$ cat src/logic/mctu_defs.vh
// Constants for the memory card transfer unit
`ifndef MCTU_DEFS_VH
`define MCTU_DEFS_VH

// Register indices (byte address is four times the index)
`define MCTU_IDX_PTR      16'hfc7c
`define MCTU_IDX_LEN      16'hfc7d
`define MCTU_IDX_CF       16'hfc7e
`define MCTU_IDX_ST       16'hfc7f
`define MCTU_RST_VAL      16'h0000

// Configuration register fields
`define MCTU_CF_MASK      16'h1cff
`define MCTU_CF_NOCRCSEND 12
`define MCTU_CF_KEEPCRC   11
`define MCTU_CF_WIDE      10
`define MCTU_CF_GO        7
`define MCTU_CF_READ      6
`define MCTU_CF_CMDKIND   5
`define MCTU_CF_NOSTART   4
`define MCTU_CF_NOSTOP    3
`define MCTU_CF_CRC16     2
`define MCTU_CF_CRC7      1
`define MCTU_CF_SEARCH    0

// Clock and status register fields
`define MCTU_ST_DIV_HI    12
`define MCTU_ST_DIV_LO    8
`define MCTU_ST_REPEAT    7
`define MCTU_ST_CMDFLAG   5
`define MCTU_ST_DAT0      4
`define MCTU_ST_ERR_HI    3
`define MCTU_ST_ERR_LO    0
`define MCTU_ERR_STOP     3
`define MCTU_ERR_DCRC     2
`define MCTU_ERR_RCRC     1
`define MCTU_ERR_START    0

// Pattern buffer block select within the pointer
`define MCTU_REP_HI       10
`define MCTU_REP_LO       8

// CRC and timing
`define MCTU_CRC16_POLY   16'h1021
`define MCTU_CRC7_POLY    7'h09
`define MCTU_CRC16_BITS   5'h10
`define MCTU_CRC7_BITS    5'h07
`define MCTU_POLL_LAST    8'hff

`endif

$ cat src/logic/mctu_card.v
// Memory card transfer unit: APB registers, card clock divider and serial engine
//
// Overview of operation
// - Data goes over DAT0 only, or DAT3..0 when wide bus select is set and the kind bit is low.
// - An 11-bit word pointer addresses peripheral memory for sent and received bytes.
// - Exactly the programmed byte count moves per transfer, either direction.
// - Setting the go bit starts a transfer with the current configuration.
// - Direction bit high reads from the card, low writes to it.
// - Kind bit high uses the command line, low the data lines.
// - Omit-start control skips the data start bit.
// - Omit-stop control skips the data stop bit.
// - Suppress-send control keeps the computed CRC off the lines.
// - Keep-accumulator control leaves the CRC running from the previous transfer.
// - Bit 2 enables CRC16, bit 1 CRC7; CRC goes out automatically.
// - Start-bit search gives up after 256 card clocks and flags a timeout.
// - Card clock period is two times (divider plus one), in system clocks.
// - Repeat mode streams a 512-byte buffer picked by pointer bits 10:8.
// - Command start seen during data sets a flag, cleared at each start.
// - Status bit 4 shows the sampled level of DAT0.
// - Data read ending without a valid stop bit flags an error.
// - Failed CRC16 check of read data flags an error.
// - Failed CRC7 check of a command response flags an error.
//
// The APB interface to the registers is this design's own decision.
`timescale 1ns/1ps
`default_nettype none
`include "mctu_defs.vh"

module mctu_card (
  // Clock and reset
  input  wire        CLK,
  input  wire        SRST,
  // APB slave
  input  wire [17:0] PADDR,
  input  wire        PSEL,
  input  wire        PENABLE,
  input  wire        PWRITE,
  input  wire [31:0] PWDATA,
  output reg  [31:0] PRDATA,
  output reg         PREADY,
  output reg         PSLVERR,
  // Peripheral memory
  output reg  [10:0] MEM_ADDR,
  output reg         MEM_RE,
  output reg         MEM_WE,
  output reg  [15:0] MEM_WDATA,
  input  wire [15:0] MEM_RDATA,
  // Card lines
  output reg         CARD_CLK,
  input  wire        CMD_I,
  output reg         CMD_O,
  output reg         CMD_OE,
  input  wire [3:0]  DAT_I,
  output reg  [3:0]  DAT_O,
  output reg  [3:0]  DAT_OE
);

  localparam [6:0] S_IDLE  = 7'h01;
  localparam [6:0] S_START = 7'h02;
  localparam [6:0] S_DATA  = 7'h04;
  localparam [6:0] S_CRC   = 7'h08;
  localparam [6:0] S_STOP  = 7'h10;
  localparam [6:0] S_DONE  = 7'h20;
  localparam [6:0] S_REP   = 7'h40;

  //////////////////////////////////////////////////////////////////////////////
  // CRC steps

  function [15:0] crc16_step;
    input [15:0] c;
    input        b;
    begin
      crc16_step = {c[14:0], 1'b0} ^ ((c[15] ^ b) ? `MCTU_CRC16_POLY : 16'h0000);
    end
  endfunction

  function [6:0] crc7_step;
    input [6:0] c;
    input       b;
    begin
      crc7_step = {c[5:0], 1'b0} ^ ((c[6] ^ b) ? `MCTU_CRC7_POLY : 7'h00);
    end
  endfunction

  //////////////////////////////////////////////////////////////////////////////
  // Declarations

  reg  [4:0]  pin_s1;
  reg  [4:0]  pin_s2;
  reg  [10:0] ptr;
  reg  [15:0] len;
  reg  [15:0] cfg;
  reg  [4:0]  st_div;
  reg         st_rep;
  reg         st_cmdf;
  reg         st_dat0;
  reg  [3:0]  st_err;
  reg  [4:0]  div_cnt;
  reg         fall_en;
  reg         rise_en;
  reg  [6:0]  state;
  reg  [18:0] bits_left;
  reg  [15:0] sh;
  reg  [4:0]  sh_bits;
  reg  [15:0] nxt;
  reg         nxt_ok;
  reg         fetch_pend;
  reg  [15:0] crc16 [0:3];
  reg  [6:0]  crc7;
  reg  [4:0]  crc_cnt;
  reg         crc_bad;
  reg  [7:0]  poll_cnt;
  reg  [7:0]  rep_idx;
  integer     i;

  wire        cmd_in  = pin_s2[4];
  wire [3:0]  dat_in  = pin_s2[3:0];
  wire        go      = cfg[`MCTU_CF_GO];
  wire        rd      = cfg[`MCTU_CF_READ];
  wire        cmdk    = cfg[`MCTU_CF_CMDKIND];
  wire        lanes4  = ~cmdk & cfg[`MCTU_CF_WIDE];
  wire        s_idle  = state[0];
  wire        s_start = state[1];
  wire        s_data  = state[2];
  wire        s_crc   = state[3];
  wire        s_stop  = state[4];
  wire        s_done  = state[5];
  wire        s_rep   = state[6];
  wire        s_run   = s_start | s_data | s_crc | s_stop;

  //////////////////////////////////////////////////////////////////////////////
  // Datapath terms

  wire        tick      = (rd & ~s_rep) ? rise_en : fall_en;
  wire [4:0]  step      = lanes4 ? 5'h04 : 5'h01;
  wire        last      = bits_left <= {14'h0000, step};
  wire [15:0] tx_word   = (sh_bits == 5'h00) ? nxt : sh;
  wire        tx_ready  = (sh_bits != 5'h00) | nxt_ok;
  wire [4:0]  tx_avail  = (sh_bits == 5'h00) ? 5'h10 : sh_bits;
  wire [3:0]  in4       = cmdk ? {cmd_in, 3'b000} : (lanes4 ? dat_in : {dat_in[0], 3'b000});
  wire [15:0] rx_word   = lanes4 ? {sh[11:0], in4} : {sh[14:0], in4[3]};
  wire [4:0]  rx_fill   = sh_bits + step;
  wire [3:0]  cur4      = rd ? in4 : tx_word[15:12];
  wire [3:0]  data_oe   = cmdk ? 4'h0 : (lanes4 ? 4'hf : 4'h1);
  wire        crc_en    = cmdk ? cfg[`MCTU_CF_CRC7] : cfg[`MCTU_CF_CRC16];
  wire        crc_phase = crc_en & (rd | ~cfg[`MCTU_CF_NOCRCSEND]);
  wire        start_ln  = cmdk ? cmd_in : dat_in[0];
  wire        stop_ok   = cmdk ? cmd_in : (lanes4 ? &dat_in : dat_in[0]);
  wire [3:0]  crc_msb   = {crc16[3][15], crc16[2][15], crc16[1][15], crc16[0][15]};
  wire        crc_mis   = cmdk ? (cmd_in ^ crc7[6]) :
                          (lanes4 ? |(dat_in ^ crc_msb) : (dat_in[0] ^ crc_msb[0]));
  wire        fetch_need = ~nxt_ok & ~fetch_pend &
                           (s_rep | (~rd & (s_start | s_data) & (bits_left > {14'h0000, sh_bits})));
  wire [10:0] fetch_addr = s_rep ? {ptr[`MCTU_REP_HI:`MCTU_REP_LO], rep_idx} : ptr;
  wire        op_start  = s_idle & go & ~st_rep;
  wire        op_end    = s_done & tick;

  //////////////////////////////////////////////////////////////////////////////
  // Status events

  wire [3:0]  err_set;
  assign err_set[`MCTU_ERR_START] = s_start & rd & tick & cfg[`MCTU_CF_SEARCH] & start_ln &
                                    (poll_cnt == `MCTU_POLL_LAST);
  assign err_set[`MCTU_ERR_STOP]  = s_stop & rd & tick & ~cmdk & ~stop_ok;
  assign err_set[`MCTU_ERR_DCRC]  = s_crc & rd & tick & ~cmdk & (crc_cnt == 5'h01) &
                                    (crc_bad | crc_mis);
  assign err_set[`MCTU_ERR_RCRC]  = s_crc & rd & tick & cmdk & (crc_cnt == 5'h01) &
                                    (crc_bad | crc_mis);
  wire        cmdf_set  = s_data & ~cmdk & rise_en & ~cmd_in;

  //////////////////////////////////////////////////////////////////////////////
  // APB decode

  wire [15:0] idx      = PADDR[17:2];
  wire        word_ok  = PADDR[1:0] == 2'b00;
  wire        hit_ptr  = word_ok & (idx == `MCTU_IDX_PTR);
  wire        hit_len  = word_ok & (idx == `MCTU_IDX_LEN);
  wire        hit_cf   = word_ok & (idx == `MCTU_IDX_CF);
  wire        hit_st   = word_ok & (idx == `MCTU_IDX_ST);
  wire        apb_acc  = PSEL & PENABLE & ~PREADY;
  wire        apb_wr   = PSEL & PENABLE & PREADY & PWRITE;
  wire [15:0] st_word  = {3'b000, st_div, st_rep, 1'b0, st_cmdf, st_dat0, st_err};
  wire [15:0] rd_data  = hit_ptr ? {5'b00000, ptr} : hit_len ? len : hit_cf ? cfg :
                         hit_st ? st_word : 16'h0000;
  wire [3:0]  next_err  = ((apb_wr & hit_st) ? PWDATA[`MCTU_ST_ERR_HI:`MCTU_ST_ERR_LO] : st_err) | err_set;
  wire        next_cmdf = (((apb_wr & hit_st) ? PWDATA[`MCTU_ST_CMDFLAG] : st_cmdf) & ~op_start) | cmdf_set;
  wire [15:0] next_cfg  = (apb_wr & hit_cf) ? (PWDATA[15:0] & `MCTU_CF_MASK) :
                          (op_end ? (cfg & ~(16'h0001 << `MCTU_CF_GO)) : cfg);

  //////////////////////////////////////////////////////////////////////////////
  // Pin synchronisers and DAT0 level

  always @(posedge CLK) begin
    if (SRST) begin
      pin_s1  <= 5'h1f;
      pin_s2  <= 5'h1f;
      st_dat0 <= 1'b1;
    end else begin
      pin_s1  <= {CMD_I, DAT_I};
      pin_s2  <= pin_s1;
      st_dat0 <= pin_s2[0];
    end
  end

  //////////////////////////////////////////////////////////////////////////////
  // Card clock divider

  always @(posedge CLK) begin
    if (SRST) begin
      div_cnt  <= 5'h00;
      CARD_CLK <= 1'b0;
      fall_en  <= 1'b0;
      rise_en  <= 1'b0;
    end else begin
      fall_en <= 1'b0;
      rise_en <= 1'b0;
      if (div_cnt >= st_div) begin
        div_cnt  <= 5'h00;
        CARD_CLK <= ~CARD_CLK;
        fall_en  <= CARD_CLK;
        rise_en  <= ~CARD_CLK;
      end else begin
        div_cnt <= div_cnt + 5'h01;
      end
    end
  end

  //////////////////////////////////////////////////////////////////////////////
  // Engine and registers

  always @(posedge CLK) begin
    if (SRST) begin
      PRDATA     <= 32'h00000000;
      PREADY     <= 1'b0;
      PSLVERR    <= 1'b0;
      MEM_ADDR   <= 11'h000;
      MEM_RE     <= 1'b0;
      MEM_WE     <= 1'b0;
      MEM_WDATA  <= 16'h0000;
      CMD_O      <= 1'b1;
      CMD_OE     <= 1'b0;
      DAT_O      <= 4'hf;
      DAT_OE     <= 4'h0;
      ptr        <= 11'h000;
      len        <= `MCTU_RST_VAL;
      cfg        <= `MCTU_RST_VAL;
      st_div     <= 5'h00;
      st_rep     <= 1'b0;
      st_cmdf    <= 1'b0;
      st_err     <= 4'h0;
      state      <= S_IDLE;
      bits_left  <= 19'h00000;
      sh         <= 16'h0000;
      sh_bits    <= 5'h00;
      nxt        <= 16'h0000;
      nxt_ok     <= 1'b0;
      fetch_pend <= 1'b0;
      crc7       <= 7'h00;
      crc_cnt    <= 5'h00;
      crc_bad    <= 1'b0;
      poll_cnt   <= 8'h00;
      rep_idx    <= 8'h00;
      for (i = 0; i < 4; i = i + 1) begin
        crc16[i] <= 16'h0000;
      end
    end else begin
      MEM_RE <= 1'b0;
      MEM_WE <= 1'b0;
      // Prefetch of the next word to send
      if (fetch_pend) begin
        nxt        <= MEM_RDATA;
        nxt_ok     <= 1'b1;
        fetch_pend <= 1'b0;
      end else if (fetch_need) begin
        MEM_RE     <= 1'b1;
        MEM_ADDR   <= fetch_addr;
        fetch_pend <= 1'b1;
        if (s_rep) begin
          rep_idx <= rep_idx + 8'h01;
        end else begin
          ptr <= ptr + 11'h001;
        end
      end
      case (state)
        S_IDLE: begin
          if (st_rep) begin
            state   <= S_REP;
            sh_bits <= 5'h00;
            nxt_ok  <= 1'b0;
            rep_idx <= 8'h00;
          end else if (go) begin
            bits_left <= {len, 3'b000};
            sh_bits   <= 5'h00;
            nxt_ok    <= 1'b0;
            crc_bad   <= 1'b0;
            poll_cnt  <= 8'h00;
            if (!cfg[`MCTU_CF_KEEPCRC]) begin
              crc7 <= 7'h00;
              for (i = 0; i < 4; i = i + 1) begin
                crc16[i] <= 16'h0000;
              end
            end
            state <= cfg[`MCTU_CF_NOSTART] ? S_DATA : S_START;
          end
        end
        S_START: begin
          if (tick && rd) begin
            if (!cfg[`MCTU_CF_SEARCH] || !start_ln) begin
              state <= S_DATA;
            end else if (poll_cnt == `MCTU_POLL_LAST) begin
              state <= S_DONE;
            end else begin
              poll_cnt <= poll_cnt + 8'h01;
            end
          end else if (tick) begin
            CMD_O  <= 1'b0;
            DAT_O  <= 4'h0;
            CMD_OE <= cmdk;
            DAT_OE <= data_oe;
            state  <= S_DATA;
          end
        end
        S_DATA: begin
          if (tick && bits_left == 19'h00000) begin
            state <= crc_phase ? S_CRC : (cfg[`MCTU_CF_NOSTOP] ? S_DONE : S_STOP);
            crc_cnt <= cmdk ? `MCTU_CRC7_BITS : `MCTU_CRC16_BITS;
          end else if (tick && (rd || tx_ready)) begin
            bits_left <= bits_left - {14'h0000, step};
            if (rd) begin
              sh <= rx_word;
              if (rx_fill == 5'h10 || (last && rx_fill == 5'h08)) begin
                MEM_WE    <= 1'b1;
                MEM_ADDR  <= ptr;
                MEM_WDATA <= (rx_fill == 5'h10) ? rx_word : {rx_word[7:0], 8'h00};
                ptr       <= ptr + 11'h001;
                sh_bits   <= 5'h00;
              end else begin
                sh_bits <= rx_fill;
              end
            end else begin
              CMD_O   <= tx_word[15];
              DAT_O   <= lanes4 ? tx_word[15:12] : {3'b111, tx_word[15]};
              CMD_OE  <= cmdk;
              DAT_OE  <= data_oe;
              sh      <= tx_word << step;
              sh_bits <= tx_avail - step;
              if (sh_bits == 5'h00) begin
                nxt_ok <= 1'b0;
              end
            end
            if (lanes4) begin
              for (i = 0; i < 4; i = i + 1) begin
                crc16[i] <= crc16_step(crc16[i], cur4[i]);
              end
            end else begin
              crc16[0] <= crc16_step(crc16[0], cur4[3]);
            end
            crc7 <= crc7_step(crc7, cur4[3]);
            if (last) begin
              state   <= crc_phase ? S_CRC : (cfg[`MCTU_CF_NOSTOP] ? S_DONE : S_STOP);
              crc_cnt <= cmdk ? `MCTU_CRC7_BITS : `MCTU_CRC16_BITS;
            end
          end
        end
        S_CRC: begin
          if (tick) begin
            if (rd) begin
              crc_bad <= crc_bad | crc_mis;
            end else begin
              CMD_O <= crc7[6];
              DAT_O <= lanes4 ? crc_msb : {3'b111, crc_msb[0]};
            end
            crc7 <= {crc7[5:0], 1'b0};
            for (i = 0; i < 4; i = i + 1) begin
              crc16[i] <= {crc16[i][14:0], 1'b0};
            end
            crc_cnt <= crc_cnt - 5'h01;
            if (crc_cnt == 5'h01) begin
              state <= cfg[`MCTU_CF_NOSTOP] ? S_DONE : S_STOP;
            end
          end
        end
        S_STOP: begin
          if (tick) begin
            CMD_O <= 1'b1;
            DAT_O <= 4'hf;
            state <= S_DONE;
          end
        end
        S_DONE: begin
          if (tick) begin
            CMD_OE <= 1'b0;
            DAT_OE <= 4'h0;
            state  <= S_IDLE;
          end
        end
        S_REP: begin
          if (tick && !st_rep) begin
            state <= S_DONE;
          end else if (tick && tx_ready) begin
            DAT_O   <= lanes4 ? tx_word[15:12] : {3'b111, tx_word[15]};
            DAT_OE  <= lanes4 ? 4'hf : 4'h1;
            sh      <= tx_word << step;
            sh_bits <= tx_avail - step;
            if (sh_bits == 5'h00) begin
              nxt_ok <= 1'b0;
            end
          end
        end
        default: begin
          state <= S_IDLE;
        end
      endcase
      // Software clearing go cancels a running transfer
      if (s_run && !go) begin
        state <= S_DONE;
      end
      // APB slave, one wait state
      PREADY  <= apb_acc;
      PSLVERR <= apb_acc & ~(hit_ptr | hit_len | hit_cf | hit_st);
      if (apb_acc) begin
        PRDATA <= {16'h0000, rd_data};
      end
      if (apb_wr && hit_ptr) begin
        ptr <= PWDATA[10:0];
      end
      if (apb_wr && hit_len) begin
        len <= PWDATA[15:0];
      end
      if (apb_wr && hit_st) begin
        st_div <= PWDATA[`MCTU_ST_DIV_HI:`MCTU_ST_DIV_LO];
        st_rep <= PWDATA[`MCTU_ST_REPEAT];
      end
      cfg     <= next_cfg;
      st_err  <= next_err;
      st_cmdf <= next_cmdf;
    end
  end

endmodule
`default_nettype wire

$ cat config.mk
export PLATFORM = sky130hd
export DESIGN_NAME = mctu_card
export DESIGN_NICKNAME = d
export VERILOG_FILES = /design/src/logic/mctu_card.v
export VERILOG_INCLUDE_DIRS = /design/src /design/src/logic
export SDC_FILE = /design/constraint.sdc
export NUM_CORES = 1
export LEC_CHECK = 0
export BUFFER_PORTS_ARGS = -buffer_cell sky130_fd_sc_hd__buf_2
export CAP_MARGIN = 30
export CORE_UTILIZATION = 50
export DETAILED_ROUTE_END_ITERATION = 7
export GPL_ROUTABILITY_DRIVEN = 0
export PLACE_DENSITY = 0.73
export SLEW_MARGIN = 20
export SYNTH_ARGS = -nofsm -noshare
export SYNTH_HDL_FRONTEND = slang
export SYNTH_SLANG_ARGS = --single-unit
export TNS_END_PERCENT = 100
$ cat constraint.sdc
create_clock -name CLK -period 7.26 [get_ports CLK]
set_clock_uncertainty 0.2 [all_clocks]
set_input_delay 1.452 -clock CLK [delete_from_list [all_inputs] [get_ports CLK]]
set_output_delay 1.452 -clock CLK [all_outputs]
set_load 0.05 [all_outputs]
======== Word-level counts from Yosys, hierarchy flattened ========
Memories as Yosys holds them, arrays and structs flattened.
Cells that the tools add are included.
W data, S select, Z words.
word-level totals
  register bits ........................... 218
  bits in writable memories ............... 64
  input bits .............................. 76
  output and inout bits ................... 74
  logic and storage cells ................. 455
  memories ................................ 1
operators by class
  add/subtract/negate cells ............... 8
  $lt $le $gt $ge ......................... 3
  equal/unequal tests ..................... 50
  shifts and indexed selects .............. 1
  muxes and demuxes ....................... 201
  bitwise operators ....................... 99
  reduce and logical (&&, ||, !) cells .... 54
memories
  name   depth  width  rd ports  clocked after memory_dff  write ports  line             text
  crc16  4      16     4         0                         4            mctu_card.v:108  reg [15:0] crc16 [0:3];
operator list
  operator                number
  $mux W16                23
  $mux W11                16
  $mux W7                 21
  $mux W13                8
  $mux W4                 26
  $mux W8                 12
  $xor A16 B13 Y16        5
  $mux W19                4
  $mux W5                 14
  $eq A16 B16 Y1 const B  4
  $mux W1                 60
  $pmux W7 S7             1
  $and A1 B1 Y1           42
  $ne A2 B2 Y1 const B    20
  $pmux W19 S2            1
  $pmux W16 S2            1
  $ne A3 B3 Y1 const B    9
  $or A1 B1 Y1            24
  $pmux W7 S3             1
  $ne A4 B4 Y1 const B    5
  $pmux W4 S5             1
  $reduce_and A10 Y1      2
  $reduce_and A5 Y1       4
  $gt A19 B5 Y1           1
  54 further kinds        111

======== Logic depth before layout (Yosys ltp) ========
  depth after elaboration ................. 13
  gate-level depth with buffers ........... 15

======== Worst setup path before layout ========
No wires, ideal clock.
  path type ............................... flip-flop to flip-flop
  from .................................... register cfg[5]
  to ...................................... register MEM_WDATA[11]
  setup time .............................. 0.070 ns
  arrival time ............................ 3.673 ns
  data required time ...................... 6.990 ns
  path slack .............................. 3.317 ns
  cell stages (with the launch flop) ...... 15
  cells stage by stage .................... dfxtp_1 > clkbuf_1 > nand2b_1 > clkbuf_1 > buf_1 > ha_1 > ha_1 > a21oi_1 > nor2_1 > xnor2_1 > nor3b_1 > clkbuf_1 > nor2_1 > a311o_1 > a21oi_1
on the way
  word-level cells in the longest chain between the ends .. 8
ends and longest elaborated chain
  element                      line             text
  from (decl)                  mctu_card.v:92   reg [15:0] cfg;
  from (signal assigned)       mctu_card.v:246  cfg <= `MCTU_RST_VAL;
  from (signal assigned)       mctu_card.v:434  cfg <= next_cfg;
  $not A1 Y1                   mctu_card.v:121  wire lanes4 = ~cmdk & cfg[`MCTU_CF_WIDE];
  $and A1 B1 Y1                mctu_card.v:121
  $mux W3                      mctu_card.v:135  wire [4:0] step = lanes4 ? 5'h04 : 5'h01;
  $add A5 B3 Y5                mctu_card.v:142  wire [4:0] rx_fill = sh_bits + step;
  $eq A5 B4 Y1                 mctu_card.v:331  if (rx_fill == 5'h10 || (last && rx_fill == 5'h08)) begin
  $logic_and A1 B1 Y1          mctu_card.v:331
  $logic_or A1 B1 Y1           mctu_card.v:331
  $reduce_and A5 Y1 (no line)  n/a
  to (signal assigned)         mctu_card.v:334  MEM_WDATA <= (rx_fill == 5'h10) ? rx_word : {rx_word[7:0], 8'h00};
  to (decl)                    mctu_card.v:46   output reg [15:0] MEM_WDATA,
Several ways; a longest one is shown, not always the timed one.
A chain may end at the register's enable or synchronous reset.

==> results.cfg <==
[place]
hpwlAfterDp_um = 24990
io_buffers = 117
post_dp_cell_area_mm2 = 0.01468

[floorplanning]
core_area_mm2 = 0.02710
ios = 150
start_util_pct = 51.32
rows = 60
die_w_um = 168.8
dieArea_mm2 = 0.02849
die-height_um = 168.8

[sta]
finalCriticalPeriod_ns = 4.114
hold_violations = 0
post-route-period-util_pct = 56.66
grt_setup_unrepaired = false
fmax_mhz = 243.1
setup_viol = 0
whs_ns = 0.2089
fin_setup_tns_ns = 0
drv_slew = 0
tightest_slew_ns = 0.9197
slew_headroom_pct = 38.16

[cells_and_area]
multi_input_area_mm2 = 0.007158
antenna_cells = 0
layout_commonest_cell = dfxtp_1
fillers = 2420
nNetsFinal = 1736
syn_to_final_growth_pct = 12.73
seqCellArea_mm2 = 0.006227
post-route-util_pct = 57.85
fin_area_mm2 = 0.01568
layout_common_cells = 217 x dfxtp_1, 182 x nor2_1, 182 x nand2_1, 116 x buf_2, 105 x a21oi_1
drive_above_1_share_pct = 15.32

[cts]
clock_path_buffers = 3
ctsResizeCount = 0
cts_buffers = 30
clock-sinks = 280
clkLatencyLatePin_ns = 0.56
htreeDepth = 1
cts_tree = yes
ctsHoldBuffers = 0
clk_pin_slew_ns = 0.06
cts_setup_buffers = 0
root_buffer = clkbuf_16

[global_route]
grt_max_degree = 118
overflow = 0
antenna_found_initial = 0
grt_pass1_wl_um = 59230
grt_pass1_vias = 11180
grt_use_total_pct = 25.51

[pwr]
ir_drop_mv = 0.1769
leakage_nw = 5.896
powerDensity_mw_per_mm2 = 246.0

[detailed_routing]
vias_per_cell = 5.867
routedWlPerCell_um = 17.93
drtIter0Drc = 987
dr.pass1.iters = 6
drt_wl_total_um = 36400
final_antenna_net_count = 0
drc = 0
vias = 11910

[synthesis]
synth.distinct_cells = 84
syn-cell-area_mm2 = 0.01391
yosysTopAreaCell = dfxtp_1
synthArstFlopShare_pct = 0
yosys-top-cells-area = dfxtp_1 31%, edfxtp_1 13%, mux2i_1 5.2%
syn_inst = 1560
synth-seq-area-share_pct = 44.77
avgSynthCellArea_um2 = 8.915
synth_edf_count = 62
ys_seq_elements = 280
yosysWarningCount = 0
synthFlopType = dfxtp_1
synth_top_cell_area_share_pct = 31.38

[setup_path]
arrival_ns = 4.10
r2r_start = state[0]
crit_path_end_kind = flop
r2r_cells = 6
crit_type = reg -> reg
timing.rr.end = crc16[0][11]
crit_path_max_fanout = 22
worstPathRequired_ns = 7.25
rrSetupSlack_ns = 3.15
start_kind = flop

[hold_path]
hold_depth = 1
min_from = pin_s1[0]
holdPathEnd = pin_s2[0]
hp-class = reg -> reg

[job]
max_cap_viol_count = 0

[outcome]
outcome = finished, final reports clean
[per-stage QoR]
stage                     setup WS (ns)  total power [mW]  cells
final                             3.146             3.857   2030
after global routing              2.938             4.003   2030
after CTS                         2.994             3.874   2028
after detailed placement          3.008             2.378   1973
after global placement            3.048             2.366   1973
after floorplan                   3.317             2.219   1575
[state kept, by name, indices dropped and copies added, names as in the netlist, 7 cells and up]
name,flops
sh,16
crc16,64
poll_cnt,8
crc7,7
MEM_WDATA,16
ptr,11
len,16
state,7
PRDATA,16
cfg,11
bits_left,19
rep_idx,8
MEM_ADDR,11
nxt,16
[final cells by class]
type	count	share of cell area, %
Inverter	25	0.5986
Clock inverter	10	0.3512
Timing Repair Buffer	138	4.828
Clock buffer	45	5.874
Tap cell	372	2.969
Multi-Input combinational cell	1160	45.66
Sequential cell	280	39.72
[logic make-up (layout without fill, tap and decap cells)]
kind of cell	count (synthesis)	count (layout)	synth area share (%)
DFF	280	280	44.77
muxes	89	89	6.721
xor gates and xnor gates	45	45	2.834
buffers and inverters	135	218	4.291
adders and majority gates	25	25	2.249
and+or+nand+nor	657	657	23.57
other	1	16	0.02696
AOI/OAI and AO/OA	328	328	15.54
[per-layer routing]
metal / global-route usage (%) / vias to the layer above / wire, um
met5: 0 / - / 0
met4: 9.881 / 0 / 1171
met3: 3.834 / 92 / 2777
met2: 40.24 / 496 / 16680
met1: 35.23 / 5620 / 15780
li1: - / 5703 / -
[synthesized netlist by cell type (all sizes together) (24+ instances only)]
| cell | number |
|---|---|
| edfxtp | 62 |
| nor3 | 38 |
| nor2 | 183 |
| xnor2 | 24 |
| ha | 25 |
| nand2 | 182 |
| nand3 | 46 |
| inv | 24 |
| mux2i | 72 |
| buf | 36 |
| nor2b | 48 |
| dfxtp | 218 |
| o21ai | 62 |
| clkbuf | 74 |
| a21oi | 107 |
[power breakdown]
group,switching (mW),internal [mW]
sequential,0.0651,1.64
combinational,0.430,0.233
clock,0.621,0.872
[worst max-delay path, cell delays in order, from the launching register on]
cell and delay, ns:
dfxtp_1 0.40, or4_4 0.58, or4b_4 0.67, a31o_4 0.32, or3_1 0.41, nand3_1 0.59, a21o_1 0.57
[how the worst max path moves through the flow]
stage / end / slack, ns / start / depth (start not counted)
global placement: MEM_ADDR[4] / 3.05 / cfg[10] / 10
floorplan: MEM_WDATA[11] / 3.32 / cfg[5] / 14
CTS: MEM_ADDR[7] / 2.99 / cfg[10] / 10
finish: crc16[0][11] / 3.15 / state[0] / 6
global route: crc16[0][14] / 2.94 / state[0] / 6
detailed placement: MEM_ADDR[7] / 3.01 / cfg[10] / 10
(Power assumes the default switching activity.)
